### config.mk
export PLATFORM = sky130hd
export DESIGN_NAME = reader_main_control_regs
export DESIGN_NICKNAME = d
export VERILOG_FILES = /design/src/rtl/protocol_decoder.v /design/src/rtl/reader_main_control_regs.v
export VERILOG_INCLUDE_DIRS = /design/src /design/src/pkg
export SDC_FILE = /design/constraint.sdc
export NUM_CORES = 1
export LEC_CHECK = 0
export BUFFER_PORTS_ARGS = -buffer_cell sky130_fd_sc_hd__buf_4
export CAP_MARGIN = 20
export CORE_AREA = 4 4 68 70
export DETAILED_ROUTE_END_ITERATION = 8
export DIE_AREA = 0 0 72 74
export PLACE_DENSITY = 0.81
export SLEW_MARGIN = 25
export SYNTH_ARGS = -nofsm -noshare
export SYNTH_HDL_FRONTEND = slang
export SYNTH_SLANG_ARGS = --single-unit
### constraint.sdc
create_clock -name i_clock -period 4.3 [get_ports i_clock]
set_clock_uncertainty 0.1 [all_clocks]
set_input_delay 0.43 -clock i_clock [delete_from_list [all_inputs] [get_ports i_clock]]
set_output_delay 0.43 -clock i_clock [all_outputs]
set_load 0.03 [all_outputs]
### src/pkg/reader_ctrl_defines.vh
`ifndef READER_CTRL_DEFINES_VH
`define READER_CTRL_DEFINES_VH
`define ADDR_POWER_MODE 8'h00
`define ADDR_PROTOCOL 8'h01
`define POWER_MODE_RESET 8'h01
`define PROTOCOL_RESET 8'h02
`define POWER_MODE_WMASK 8'hfb
`define BIT_STANDBY 7
`define BIT_DIRECT 6
`define BIT_CARRIER 5
`define BIT_HALF_PWR 4
`define BIT_AUX_IN 3
`define BIT_RX_FORCE 1
`define BIT_SUPPLY 0
`define BIT_CRC_ABSENT 7
`define BIT_RAW_TYPE 6
`define BIT_TAG_MODE 5
`define CODE_MSB 4
`define CODE_WIDTH 5
`define FAM_VICINITY 3'h0
`define FAM_TYPE_A 3'h1
`define FAM_TYPE_B 3'h2
`define FAM_HIGH_RATE 3'h3
`define FAM_INVALID 3'h4
`define CODE_A_BASE 5'h08
`define CODE_B_BASE 5'h0c
`define CODE_B_LAST 5'h0f
`define CODE_HR_212 5'h1a
`define CODE_HR_424 5'h1b
`define WAKE_TIME_NS 100000
`define CLOCK_PERIOD_NS 10
`define WAKE_CYCLES ((`WAKE_TIME_NS + `CLOCK_PERIOD_NS - 1) / `CLOCK_PERIOD_NS)
`define WAKE_CNT_W 14
`define WAKE_LOAD 14'h2710
`endif

### src/rtl/protocol_decoder.v
`timescale 1ns/100ps
`default_nettype none
`include "reader_ctrl_defines.vh"
module protocol_decoder (
  input wire [4:0] i_code,
  output reg [2:0] o_family,
  output reg [1:0] o_rate
);
  always @* begin
    o_rate = i_code[1:0];
    if (i_code < `CODE_A_BASE) begin
      o_family = `FAM_VICINITY;
    end else if (i_code < `CODE_B_BASE) begin
      o_family = `FAM_TYPE_A;
    end else if (i_code <= `CODE_B_LAST) begin
      o_family = `FAM_TYPE_B;
    end else if (i_code == `CODE_HR_212 || i_code == `CODE_HR_424) begin
      o_family = `FAM_HIGH_RATE;
    end else begin
      o_family = `FAM_INVALID;
    end
  end
endmodule
`default_nettype wire

### src/rtl/reader_main_control_regs.v
`timescale 1ns/100ps
`default_nettype none
`include "reader_ctrl_defines.vh"
module reader_main_control_regs (
  input wire i_clock,
  input wire i_nrst,
  input wire i_enable,
  input wire i_wr,
  input wire i_rd,
  input wire [7:0] i_addr,
  input wire [7:0] i_wdata,
  output reg [7:0] o_rdata,
  output reg o_rvalid,
  output reg o_standby,
  output reg o_ready,
  output reg o_direct_mode,
  output reg o_raw_mode_type,
  output reg o_tx_on,
  output reg o_rx_on,
  output reg o_osc_on,
  output reg o_half_power,
  output reg o_aux_rx_sel,
  output reg o_supply_5v,
  output reg o_crc_present,
  output reg [4:0] o_protocol_code,
  output reg [2:0] o_protocol_family,
  output reg [1:0] o_protocol_rate,
  output reg o_option_reload
);
  reg en_meta_reg;
  reg en_sync_reg;
  reg [7:0] power_mode_reg;
  reg [7:0] protocol_reg;
  reg [`WAKE_CNT_W-1:0] wake_cnt_reg;
  wire clear_n;
  wire wr_power;
  wire wr_protocol;
  wire [2:0] family;
  wire [1:0] rate;

  // Enable pin is asynchronous to the clock
  always @(posedge i_clock) begin
    if (!i_nrst) begin
      en_meta_reg <= 1'b0;
      en_sync_reg <= 1'b0;
    end else begin
      en_meta_reg <= i_enable;
      en_sync_reg <= en_meta_reg;
    end
  end

  assign clear_n = i_nrst & en_sync_reg;
  assign wr_power = i_wr && (i_addr == `ADDR_POWER_MODE);
  assign wr_protocol = i_wr && (i_addr == `ADDR_PROTOCOL);

  always @(posedge i_clock) begin
    if (!clear_n) begin
      power_mode_reg <= `POWER_MODE_RESET;
      protocol_reg <= `PROTOCOL_RESET;
    end else begin
      if (wr_power) begin
        power_mode_reg <= i_wdata & `POWER_MODE_WMASK;
      end
      if (wr_protocol) begin
        protocol_reg <= i_wdata;
      end
    end
  end

  protocol_decoder u_decoder (
    .i_code(protocol_reg[`CODE_MSB:0]),
    .o_family(family),
    .o_rate(rate)
  );

  // Wake timer from standby to full operation
  always @(posedge i_clock) begin
    if (!clear_n) begin
      wake_cnt_reg <= {`WAKE_CNT_W{1'b0}};
    end else if (power_mode_reg[`BIT_STANDBY]) begin
      wake_cnt_reg <= `WAKE_LOAD;
    end else if (wake_cnt_reg != {`WAKE_CNT_W{1'b0}}) begin
      wake_cnt_reg <= wake_cnt_reg - {{(`WAKE_CNT_W-1){1'b0}}, 1'b1};
    end
  end

  always @(posedge i_clock) begin
    if (!i_nrst) begin
      o_rdata <= 8'h00;
      o_rvalid <= 1'b0;
      o_standby <= 1'b0;
      o_ready <= 1'b0;
      o_direct_mode <= 1'b0;
      o_raw_mode_type <= 1'b0;
      o_tx_on <= 1'b0;
      o_rx_on <= 1'b0;
      o_osc_on <= 1'b0;
      o_half_power <= 1'b0;
      o_aux_rx_sel <= 1'b0;
      o_supply_5v <= 1'b0;
      o_crc_present <= 1'b0;
      o_protocol_code <= 5'h00;
      o_protocol_family <= 3'h0;
      o_protocol_rate <= 2'h0;
      o_option_reload <= 1'b0;
    end else begin
      o_rvalid <= i_rd;
      if (i_rd && i_addr == `ADDR_POWER_MODE) begin
        o_rdata <= power_mode_reg;
      end else if (i_rd && i_addr == `ADDR_PROTOCOL) begin
        o_rdata <= protocol_reg;
      end else begin
        o_rdata <= 8'h00;
      end
      o_standby <= power_mode_reg[`BIT_STANDBY];
      o_ready <= clear_n && !power_mode_reg[`BIT_STANDBY] &&
        (wake_cnt_reg == {`WAKE_CNT_W{1'b0}});
      o_direct_mode <= power_mode_reg[`BIT_DIRECT];
      o_raw_mode_type <= protocol_reg[`BIT_RAW_TYPE];
      o_tx_on <= power_mode_reg[`BIT_CARRIER];
      o_rx_on <= power_mode_reg[`BIT_RX_FORCE] | power_mode_reg[`BIT_CARRIER];
      o_osc_on <= power_mode_reg[`BIT_RX_FORCE] | power_mode_reg[`BIT_CARRIER];
      o_half_power <= power_mode_reg[`BIT_HALF_PWR];
      o_aux_rx_sel <= power_mode_reg[`BIT_AUX_IN];
      o_supply_5v <= power_mode_reg[`BIT_SUPPLY];
      o_crc_present <= !protocol_reg[`BIT_CRC_ABSENT];
      o_protocol_code <= protocol_reg[`CODE_MSB:0];
      o_protocol_family <= family;
      o_protocol_rate <= rate;
      o_option_reload <= wr_protocol & clear_n;
    end
  end
endmodule
`default_nettype wire

# ---- Yosys cells after proc, flatten, opt, wreduce, memory -nomap -nowiden
# Index checks and enable logic that the tools add are counted.
dict set report word_totals {
  reg_bits 61
  in_bits 21
}
dict set report classes {
  n_mux 7
  n_eq_ne 3
  add_sub_neg 1
  n_bitwise 6
  magnitude_cmp 3
  n_reduce_logical 18
}
# op count
set op_table {}
lappend op_table {{two-way mux 14 bit} 2}
lappend op_table {{two-way mux 8 bit} 2}
lappend op_table {{zero test 14 bit} 1}
lappend op_table {{nonzero test 14 bit} 1}
lappend op_table {{subtractor 14 x 1 -> 14 bit, second input constant} 1}
lappend op_table {{equality test 5 bit, second input constant} 2}
lappend op_table {{less-than comparator 5 x 4 -> 1 bit, second input constant} 2}
lappend op_table {{equality test 8 x 1 -> 1 bit, second input constant} 1}
lappend op_table {{zero test 8 bit} 1}
lappend op_table {{logical AND 1 bit} 6}
lappend op_table {{OR reduction 3 bit} 2}
lappend op_table {{less-or-equal comparator 5 x 4 -> 1 bit, second input constant} 1}
lappend op_table {{OR reduction 2 bit} 2}
lappend op_table {{OR reduction 4 bit} 1}
lappend op_table {{two-way mux 3 bit} 1}
lappend op_table {{inverter 1 bit} 3}
lappend op_table {{AND 1 bit} 2}
lappend op_table {{zero test 1 bit} 2}
lappend op_table {{two-way mux 2 bit} 1}
lappend op_table {{nonzero test 2 bit} 1}
lappend op_table {{logical OR 1 bit} 1}
lappend op_table {{two-way mux 1 bit} 1}
lappend op_table {{bitwise OR 1 bit} 1}

# ---- Logic depth before layout (Yosys ltp)
# Gate-level depths: netlist (run 1).
dict set report logic_depth {
  depth_word 5
  mapped_depth 6
}

# ---- Hierarchy
# From an unflattened synthesis (run 1), not the netlist that was laid out.
dict set report hier_totals {
  hier_cells 217
  hier_area_um2 2234.6
}
# module area_each_um2 instances cells_each
set by_module_without_submodules {}
lappend by_module_without_submodules {reader_main_control_regs 2173.3 1 208}
lappend by_module_without_submodules {protocol_decoder 61.3 1 9}

# ---- Worst setup path after synthesis (run 1)
# Ideal clock, no wire load.
dict set report synth_path {
  kind {reg-to-reg}
  from {reg wake_cnt_reg[0]}
  to {reg wake_cnt_reg[11]}
  setup_ns 0.075
  synth_period_minus_slack_ns 1.738
  t_required_ns 4.125
  arrival_ns 1.563
  path_stages_with_launch 7
  setup_slack_ns 2.562
  cell_sequence {dfxtp_1 -> inv_1 -> ha_1 -> nor3b_1 -> and3_1 -> or4b_1 -> a21oi_1}
}
dict set report synth_between {
  elab_chain_len 1
}
# element line_no
set synth_rtl {}
lappend synth_rtl {{start: declaration} reader_main_control_regs.v:34} ;# reg [`WAKE_CNT_W-1:0] wake_cnt_reg;
lappend synth_rtl {{start signal: assignment} reader_main_control_regs.v:79} ;# wake_cnt_reg <= {`WAKE_CNT_W{1'b0}};
lappend synth_rtl {{start signal: assignment} reader_main_control_regs.v:81} ;# wake_cnt_reg <= `WAKE_LOAD;
lappend synth_rtl {{start signal: assignment} reader_main_control_regs.v:83} ;# wake_cnt_reg <= wake_cnt_reg - {{(`WAKE_CNT_W-1){1'b0}}, 1'b1};
lappend synth_rtl {{subtractor 14 x 1 -> 14 bit or nonzero test 14 bit (tied branches)} {reader_main_control_regs.v:83, reader_main_control_regs.v:82}}
# Several ways; a longest one is shown, not always the timed one.
# A chain may end at the register's enable or synchronous reset.

# ---- Worst setup path in the final report (run 1)
dict set report layout_path {
  from {reg wake_cnt_reg[0]}
  to {reg wake_cnt_reg[6]}
}
# Same word-level chain as after synthesis.

==> results of run 1 <==
==> metrics by stage <==
stage                     power, mW  area, um2  utilization (%)  hold slack (ns)
after floorplan              0.5765       2183                -           0.2947
after global placement       0.5976       2590            65.22           0.3219
after detailed placement     0.5982       2590            65.22           0.3225
after CTS                     1.037       2763            69.57           0.2023
after global routing          1.064       2763            69.57           0.2268
final                         1.024       2763            69.57           0.2146
==> per-layer routing <==
| layer | global-route usage (%) | vias up | share of wire (%) |
|---|---|---|---|
| met2 | 34.08 | 44 | 53 |
| met1 | 19.88 | 831 | 39 |
| met5 | 0 | - | 0 |
| met3 | 7.568 | 8 | 5.9 |
| met4 | 7.307 | 0 | 1.8 |
| li1 | - | 847 | - |
==> cell families after synthesis <==
| family | after synthesis | synth area share, % |
|---|---|---|
| adder cells (fa/ha/maj) | 1 | 0.5730 |
| AO/OA/AOI/OAI | 31 | 9.685 |
| flip-flops | 59 | 54.10 |
| buffers and inverters | 14 | 2.980 |
| multiplexers | 17 | 7.794 |
| AND/OR/NAND/NOR | 85 | 24.07 |
| XOR/XNOR | 2 | 0.8024 |
==> layout make-up <==
type,count,area [um2],area share [%]
Tap cell,50,62.56,2.264
Sequential cell,59,1181,42.75
Multi-Input combinational cell,136,937.1,33.92
Clock buffer,14,162.7,5.888
Inverter,7,26.28,0.9511
Clock inverter,2,10.01,0.3623
Timing Repair Buffer,51,382.9,13.86
==> path summary, 6_finish.rpt <==
check	to	slack (ns)	cells past startpoint
setup / recovery	wake_cnt_reg[6]	2.30	6
hold / removal	en_meta_reg	0.21	2
setup reg to reg	wake_cnt_reg[6]	2.30	6
hold reg to reg	en_sync_reg	0.33	1
==> placed cells by master (no fill, tap or decap), types with 2 or more instances in the layout <==
master | netlist | routed
nor3_1 | 3 | 3
clkbuf_8 | 0 | 11
xnor2_1 | 2 | 2
dfxtp_1 | 59 | 59
or3_1 | 2 | 2
or4b_1 | 3 | 3
a22o_1 | 7 | 7
buf_4 | 3 | 51
mux2i_1 | 17 | 17
or2_2 | 2 | 2
nor3b_1 | 2 | 2
a31oi_1 | 2 | 2
nand2_1 | 6 | 6
nand3b_1 | 2 | 2
nor2_1 | 25 | 25
nand3_1 | 5 | 5
a21oi_1 | 9 | 9
o21ai_0 | 5 | 5
clkinv_2 | 0 | 2
nor2b_1 | 3 | 3
clkbuf_1 | 3 | 3
nand4_1 | 4 | 4
and2_1 | 16 | 16
inv_1 | 7 | 7
o21a_1 | 2 | 2
==> power by group through the flow <==
stage               registers, mW  logic [mW]  clock network (mW)
floorplan                   0.567     0.00899                   0
global placement            0.563      0.0346                   0
detailed placement          0.563      0.0350                   0
CTS                         0.551      0.0354               0.451
global route                0.551      0.0378               0.475
finish                      0.551      0.0353               0.437
==> results.yml, run 1 <==
power:
  power.internal_uw: 806.5
  clkPwrFrac_pct: 42.7
  p_per_area_nw_per_um2: 370.5
  power_frac_seq_pct: 53.8
  vdd_drop_max_mv: 0.2479
  p_comb_share_pct: 3.4
  switching_share_pct: 21.22
  p_switching_uw: 217.2
  leakage_nw: 1.258
timing:
  worst_slew_pin_slew_ns: 0.6598
  grt_setup_unrepaired: "no"
  layout_min_cycle_time_ns: 2.001
  worst_slack_ns: 2.299
  relSlewSlack_pct: 55.91
  setup_viol: 0
  fin_setup_tns_ns: 0
  drv_slew: 0
  finalHoldViolations: 0
  max_freq_ghz: 0.4998
  period_share_pct: 46.53
logic_synthesis:
  netlist_instances: 209
  synth_top_area_cell: "dfxtp_1"
  syn_area_per_cell_um2: 10.45
  syn_nets: 231
  synth.distinct_cells: 43
  synth_seq_cells: 59
  synth_area_um2: 2183
  synth-main-ff-cell: "dfxtp_1"
  async_reset_ff_share_pct: 0
  yosys_warnings: 0
  synth_common_cells: "59 x dfxtp_1, 25 x nor2_1, 17 x mux2i_1, 16 x and2_1, 9 x a21oi_1"
  ys_top_cells_by_area: "dfxtp_1 54%, mux2i_1 7.8%, and2_1 4.6%"
  yosysTopAreaCellShare_pct: 54.10
  ys_seq_area_share_pct: 54.10
  yosysMostFrequentCell: "dfxtp_1"
  synth_edf_count: 0
worst_setup_path:
  slowest_stage: "or4b_1"
  cp.arrival_ns: 2.15
  worstSetupStartpoint: "wake_cnt_reg[0]"
  crit_type: "flip-flop to flip-flop"
  required_ns: 4.45
  crit_chain: "inv_1 -> ha_1 -> nor3b_1 -> nand2_1 -> or4b_1 -> a21oi_1"
  rr_startpoint: "wake_cnt_reg[0]"
  critPathMaxFanout: 4
  crit_path_end_kind: "flip-flop"
  path_delay_family: "simple AND/OR/NAND/NOR gates"
  max_stage_delay_ns: 0.48
  critPathLaunchType: "flip-flop"
  cp_num_buf_inv: 1
routing:
  num_vias: 1730
  firstDrtPassIters: 4
  ant_nets: 0
  avgViaCountPerCell: 5.423
  avgRoutedWirePerCell_um: 14.57
  drtIter0Drc: 71
  drc_errors: 0
  drt_wl_total_um: 4648
clocking:
  cts.path.max_buffers: 2
  path_clk_slew_ns: 0.06
  cts_tree: "built"
  cts.sinks: 59
  cts_htree_levels: 3
  root_buffer: "clkbuf_8"
  cts_buffers: 9
  ctsHoldBuffers: 0
  clock_latency_ns: 0.32
  cts_resized: 0
  postCtsSetupBuffers: 0
finish:
  fin_nets: 286
  diodes: 0
  fill_cells: 327
  finalNonFillerCells: 319
  largest_register_ffs: 14
  drive_gt1_share_pct: 27.14
  areaGrowthSynthToFinish_pct: 26.53
global_routing:
  grt_usage_pct: 18.92
  antenna_found_initial: 0
  grt_pass1_vias: 1696
  grt_max_degree: 22
  grt_first_pass_wirelength_um: 7583
  overflow: 0
die:
  die_x_um: 72
  start_util_pct: 54.98
  core-area_um2: 3971
  num_rows: 23
  die_area_um2: 5328
  ios: 52
  die_h_um: 74
placed_design:
  port_buffers: 51
  gp_congestion: 0.8487
  dp.cells: 303
  pre_cts_ws_ns: 2.025
  dpl.hpwl_um: 3242
hold_path:
  min-delay-start: "i_enable"
  hp-class: "primary input to flip-flop"
job:
  maxCapViolations: 0
status:
  status: "finished clean"
(Power assumes the default switching activity.)
==> run 2: changes to the inputs <==
--- a/config.mk
+++ b/config.mk
@@ -6,12 +6,13 @@
 export SDC_FILE = /design/constraint.sdc
 export NUM_CORES = 1
 export LEC_CHECK = 0
+export ABC_AREA = 1
 export BUFFER_PORTS_ARGS = -buffer_cell sky130_fd_sc_hd__buf_4
 export CAP_MARGIN = 20
-export CORE_AREA = 4 4 68 70
+export CORE_AREA = 4 4 71 73
 export DETAILED_ROUTE_END_ITERATION = 8
-export DIE_AREA = 0 0 72 74
-export PLACE_DENSITY = 0.81
+export DIE_AREA = 0 0 75 77
+export PLACE_DENSITY = 0.77
 export SLEW_MARGIN = 25
 export SYNTH_ARGS = -nofsm -noshare
 export SYNTH_HDL_FRONTEND = slang
==> constraint.sdc (replaced) <==
create_clock -name i_clock -period 1.94 [get_ports i_clock]
set_clock_uncertainty 0.1 [all_clocks]
set_input_delay 0.194 -clock i_clock [delete_from_list [all_inputs] [get_ports i_clock]]
set_output_delay 0.194 -clock i_clock [all_outputs]
set_load 0.03 [all_outputs]
==> run 2 against run 1 <==
  * Routed wire length grew 1.2%
  * Final area increased by 4.0%
  * Non-clock buffer count rose by 5
  * Sequential share of layout area is 1.7 points lower
  * Flip-flop and latch count unchanged
  * Register-to-register slack got worse by 2.0 ns
  * Via count grew 12%
  * Combinational power grew to 2.6 times the previous value
  * Critical path type unchanged
==> results.yml, run 2 <==
logic_synthesis:
  yosysTopAreaCellShare_pct: 52.89
  synth-main-ff-cell: "dfxtp_1"
  synth.distinct_cells: 20
  synth_compound_area_share_pct: 6.499
  synth_top_family_by_area: "simple AND/OR/NAND/NOR gates"
  synth_area_um2: 2233
  synth_edf_count: 0
  yosys_warnings: 0
  synth_common_cells: "77 x nand2_1, 59 x dfxtp_1, 39 x nor2_1, 35 x inv_1, 25 x nand3_1"
  yosys-mux-area-fraction_pct: 0
  syn_nets: 314
  synthSimpleGateAreaFrac_pct: 29.36
  synth_seq_cells: 59
  syn_area_per_cell_um2: 7.649
  netlist_instances: 292
  ys_seq_area_share_pct: 52.89
  yosysMostFrequentCell: "nand2_1"
  async_reset_ff_share_pct: 0
  ys_top_cells_by_area: "dfxtp_1 53%, nand2_1 13%, nor2_1 6.6%"
  synth-xor-area-share_pct: 2.353
  synth_top_area_cell: "dfxtp_1"
  synth_adder_area_share_pct: 0.5602
worst_setup_path:
  crit_type: "flip-flop to flip-flop"
  r2r_end: "wake_cnt_reg[1]"
  critPathLaunchType: "flip-flop"
  reg2reg_depth: 8
  critPathMaxFanout: 12
  crit_path_end_kind: "flip-flop"
  required_ns: 2.09
  worstSetupStartpoint: "wake_cnt_reg[0]"
  cp.arrival_ns: 1.77
  rr_startpoint: "wake_cnt_reg[0]"
  rrSetupSlack_ns: 0.33
  cp-endpoint: "wake_cnt_reg[1]"
routing:
  num_vias: 1936
  drtIter0Drc: 87
  firstDrtPassIters: 4
  avgViaCountPerCell: 4.768
  avgRoutedWirePerCell_um: 11.58
  drt_wl_total_um: 4702
  ant_nets: 0
  drc_errors: 0
global_routing:
  overflow: 0
  grt_pass1_vias: 1847
  antenna_found_initial: 0
  grt_max_degree: 21
  grt_first_pass_wirelength_um: 7976
  grt_usage_pct: 17.88
job:
  maxCapViolations: 0
die:
  ios: 52
  num_rows: 24
  start_util_pct: 51.29
  core-area_um2: 4354
  die_h_um: 77
  die_area_um2: 5775
  die_x_um: 75
finish:
  mostFrequentLayoutCells: "76 x nand2_1, 59 x dfxtp_1, 54 x buf_4"
  layout_commonest_cell: "nand2_1"
  areaGrowthSynthToFinish_pct: 28.68
  multi_input_area_um2: 868.3
  fill_cells: 384
  diodes: 0
  ff_latch_area_um2: 1181
  fin_nets: 371
  largest_register_ffs: 14
  drive_gt1_share_pct: 22.32
status:
  status: "finished clean"
power:
  vdd_drop_max_mv: 0.4396
  p_switching_uw: 550.7
  p_per_area_nw_per_um2: 850.7
  leakage_nw: 1.393
  power.internal_mw: 1.894
  switching_share_pct: 22.52
  finalPower_mw: 2.445
  power_frac_seq_pct: 49.9
  p_comb_share_pct: 3.7
  clkPwrFrac_pct: 46.4
clocking:
  cts_tree: "built"
  cts.sinks: 59
  path_clk_slew_ns: 0.07
  cts_buffers: 9
  cts_htree_levels: 3
  clock_latency_ns: 0.33
  root_buffer: "clkbuf_8"
  cts.path.max_buffers: 2
timing:
  layout_min_cycle_time_ns: 1.614
  max_freq_ghz: 0.6196
  period_share_pct: 83.19
  finalHoldViolations: 0
  drv_slew: 0
  hold_slack_ns: 0.01608
  worst_slew_pin_slew_ns: 0.3977
  grt_setup_unrepaired: "no"
  setup_viol: 0
  relSlewSlack_pct: 73.40
  fin_setup_tns_ns: 0
placed_design:
  gp_congestion: 0.8855
  port_buffers: 51
  dpl.hpwl_um: 3472
hold_path:
  hp-class: "primary input to flip-flop"
[run 2: timing repair]
action / 4_1_cts / 5_1_grt
resized for setup: 0 / 1
setup buffers: 0 / 0
hold buffers: 2 / 0
hold endpoints to repair: 2 / 0
setup endpoints to repair: 0 / 2
[run 2: cells by family after synthesis]
logic type      after synthesis
simple gates                152
flops                        59
buf+inv                      45
compound gates               29
xor+xnor                      6
fa+ha+maj                     1
[run 2: how the worst min path moves through the flow]
stage,from,endpoint,slack [ns],depth (start not counted)
6_report,i_wdata[1],protocol_reg[1],0.02,3
5_1_grt,i_wdata[1],protocol_reg[1],0.02,3
4_1_cts,i_wdata[1],protocol_reg[1],0.008,3
3_5_place_dp,i_enable,en_meta_reg,0.28,3
3_3_place_gp,i_enable,en_meta_reg,0.28,3
2_1_floorplan,i_enable,en_meta_reg,0.19,2
[run 2: cell type report]
class	count	share of cell area, %
Inverter	35	4.571
Clock inverter	5	2.133
Timing Repair Buffer	56	14.80
Clock buffer	11	4.919
Multi-Input combinational cell	188	30.21
Tap cell	52	2.264
Sequential cell	59	41.10
[run 2: power groups by stage]
stage / Clock, mW / Sequential, mW / Combinational [mW]
2_1_floorplan: 0 / 1.26 / 0.0330
3_3_place_gp: 0 / 1.25 / 0.0884
3_5_place_dp: 0 / 1.25 / 0.0890
4_1_cts: 1.15 / 1.22 / 0.0922
5_1_grt: 1.20 / 1.22 / 0.101
6_report: 1.13 / 1.22 / 0.0916
[run 2: routing by layer]
layer	share of wire [%]	global-route usage (%)
met5	0	0
met4	2.1	8.363
met3	6.5	4.967
met2	46	27.53
met1	45	22.73
[run 2: per-stage QoR]
step	area (um2)	utilization, %	cells	worst slack [ns]
after global placement	2649	60.83	388	0.3344
after floorplan	2233	-	292	0.5534
after detailed placement	2649	60.83	388	0.2515
after global routing	2874	66.01	406	0.1010
final	2874	66.01	406	0.3261
after CTS	2872	65.95	406	0.2219
[run 2: critical path, cell delays in order (launching register included)]
cell and delay [ns]:
dfxtp_1 0.34, inv_1 0.09, ha_1 0.25, nand2_1 0.07, nor2_1 0.16, nand2_2 0.18, nor2_1 0.19, nand2_1 0.07
o21ai_0 0.08
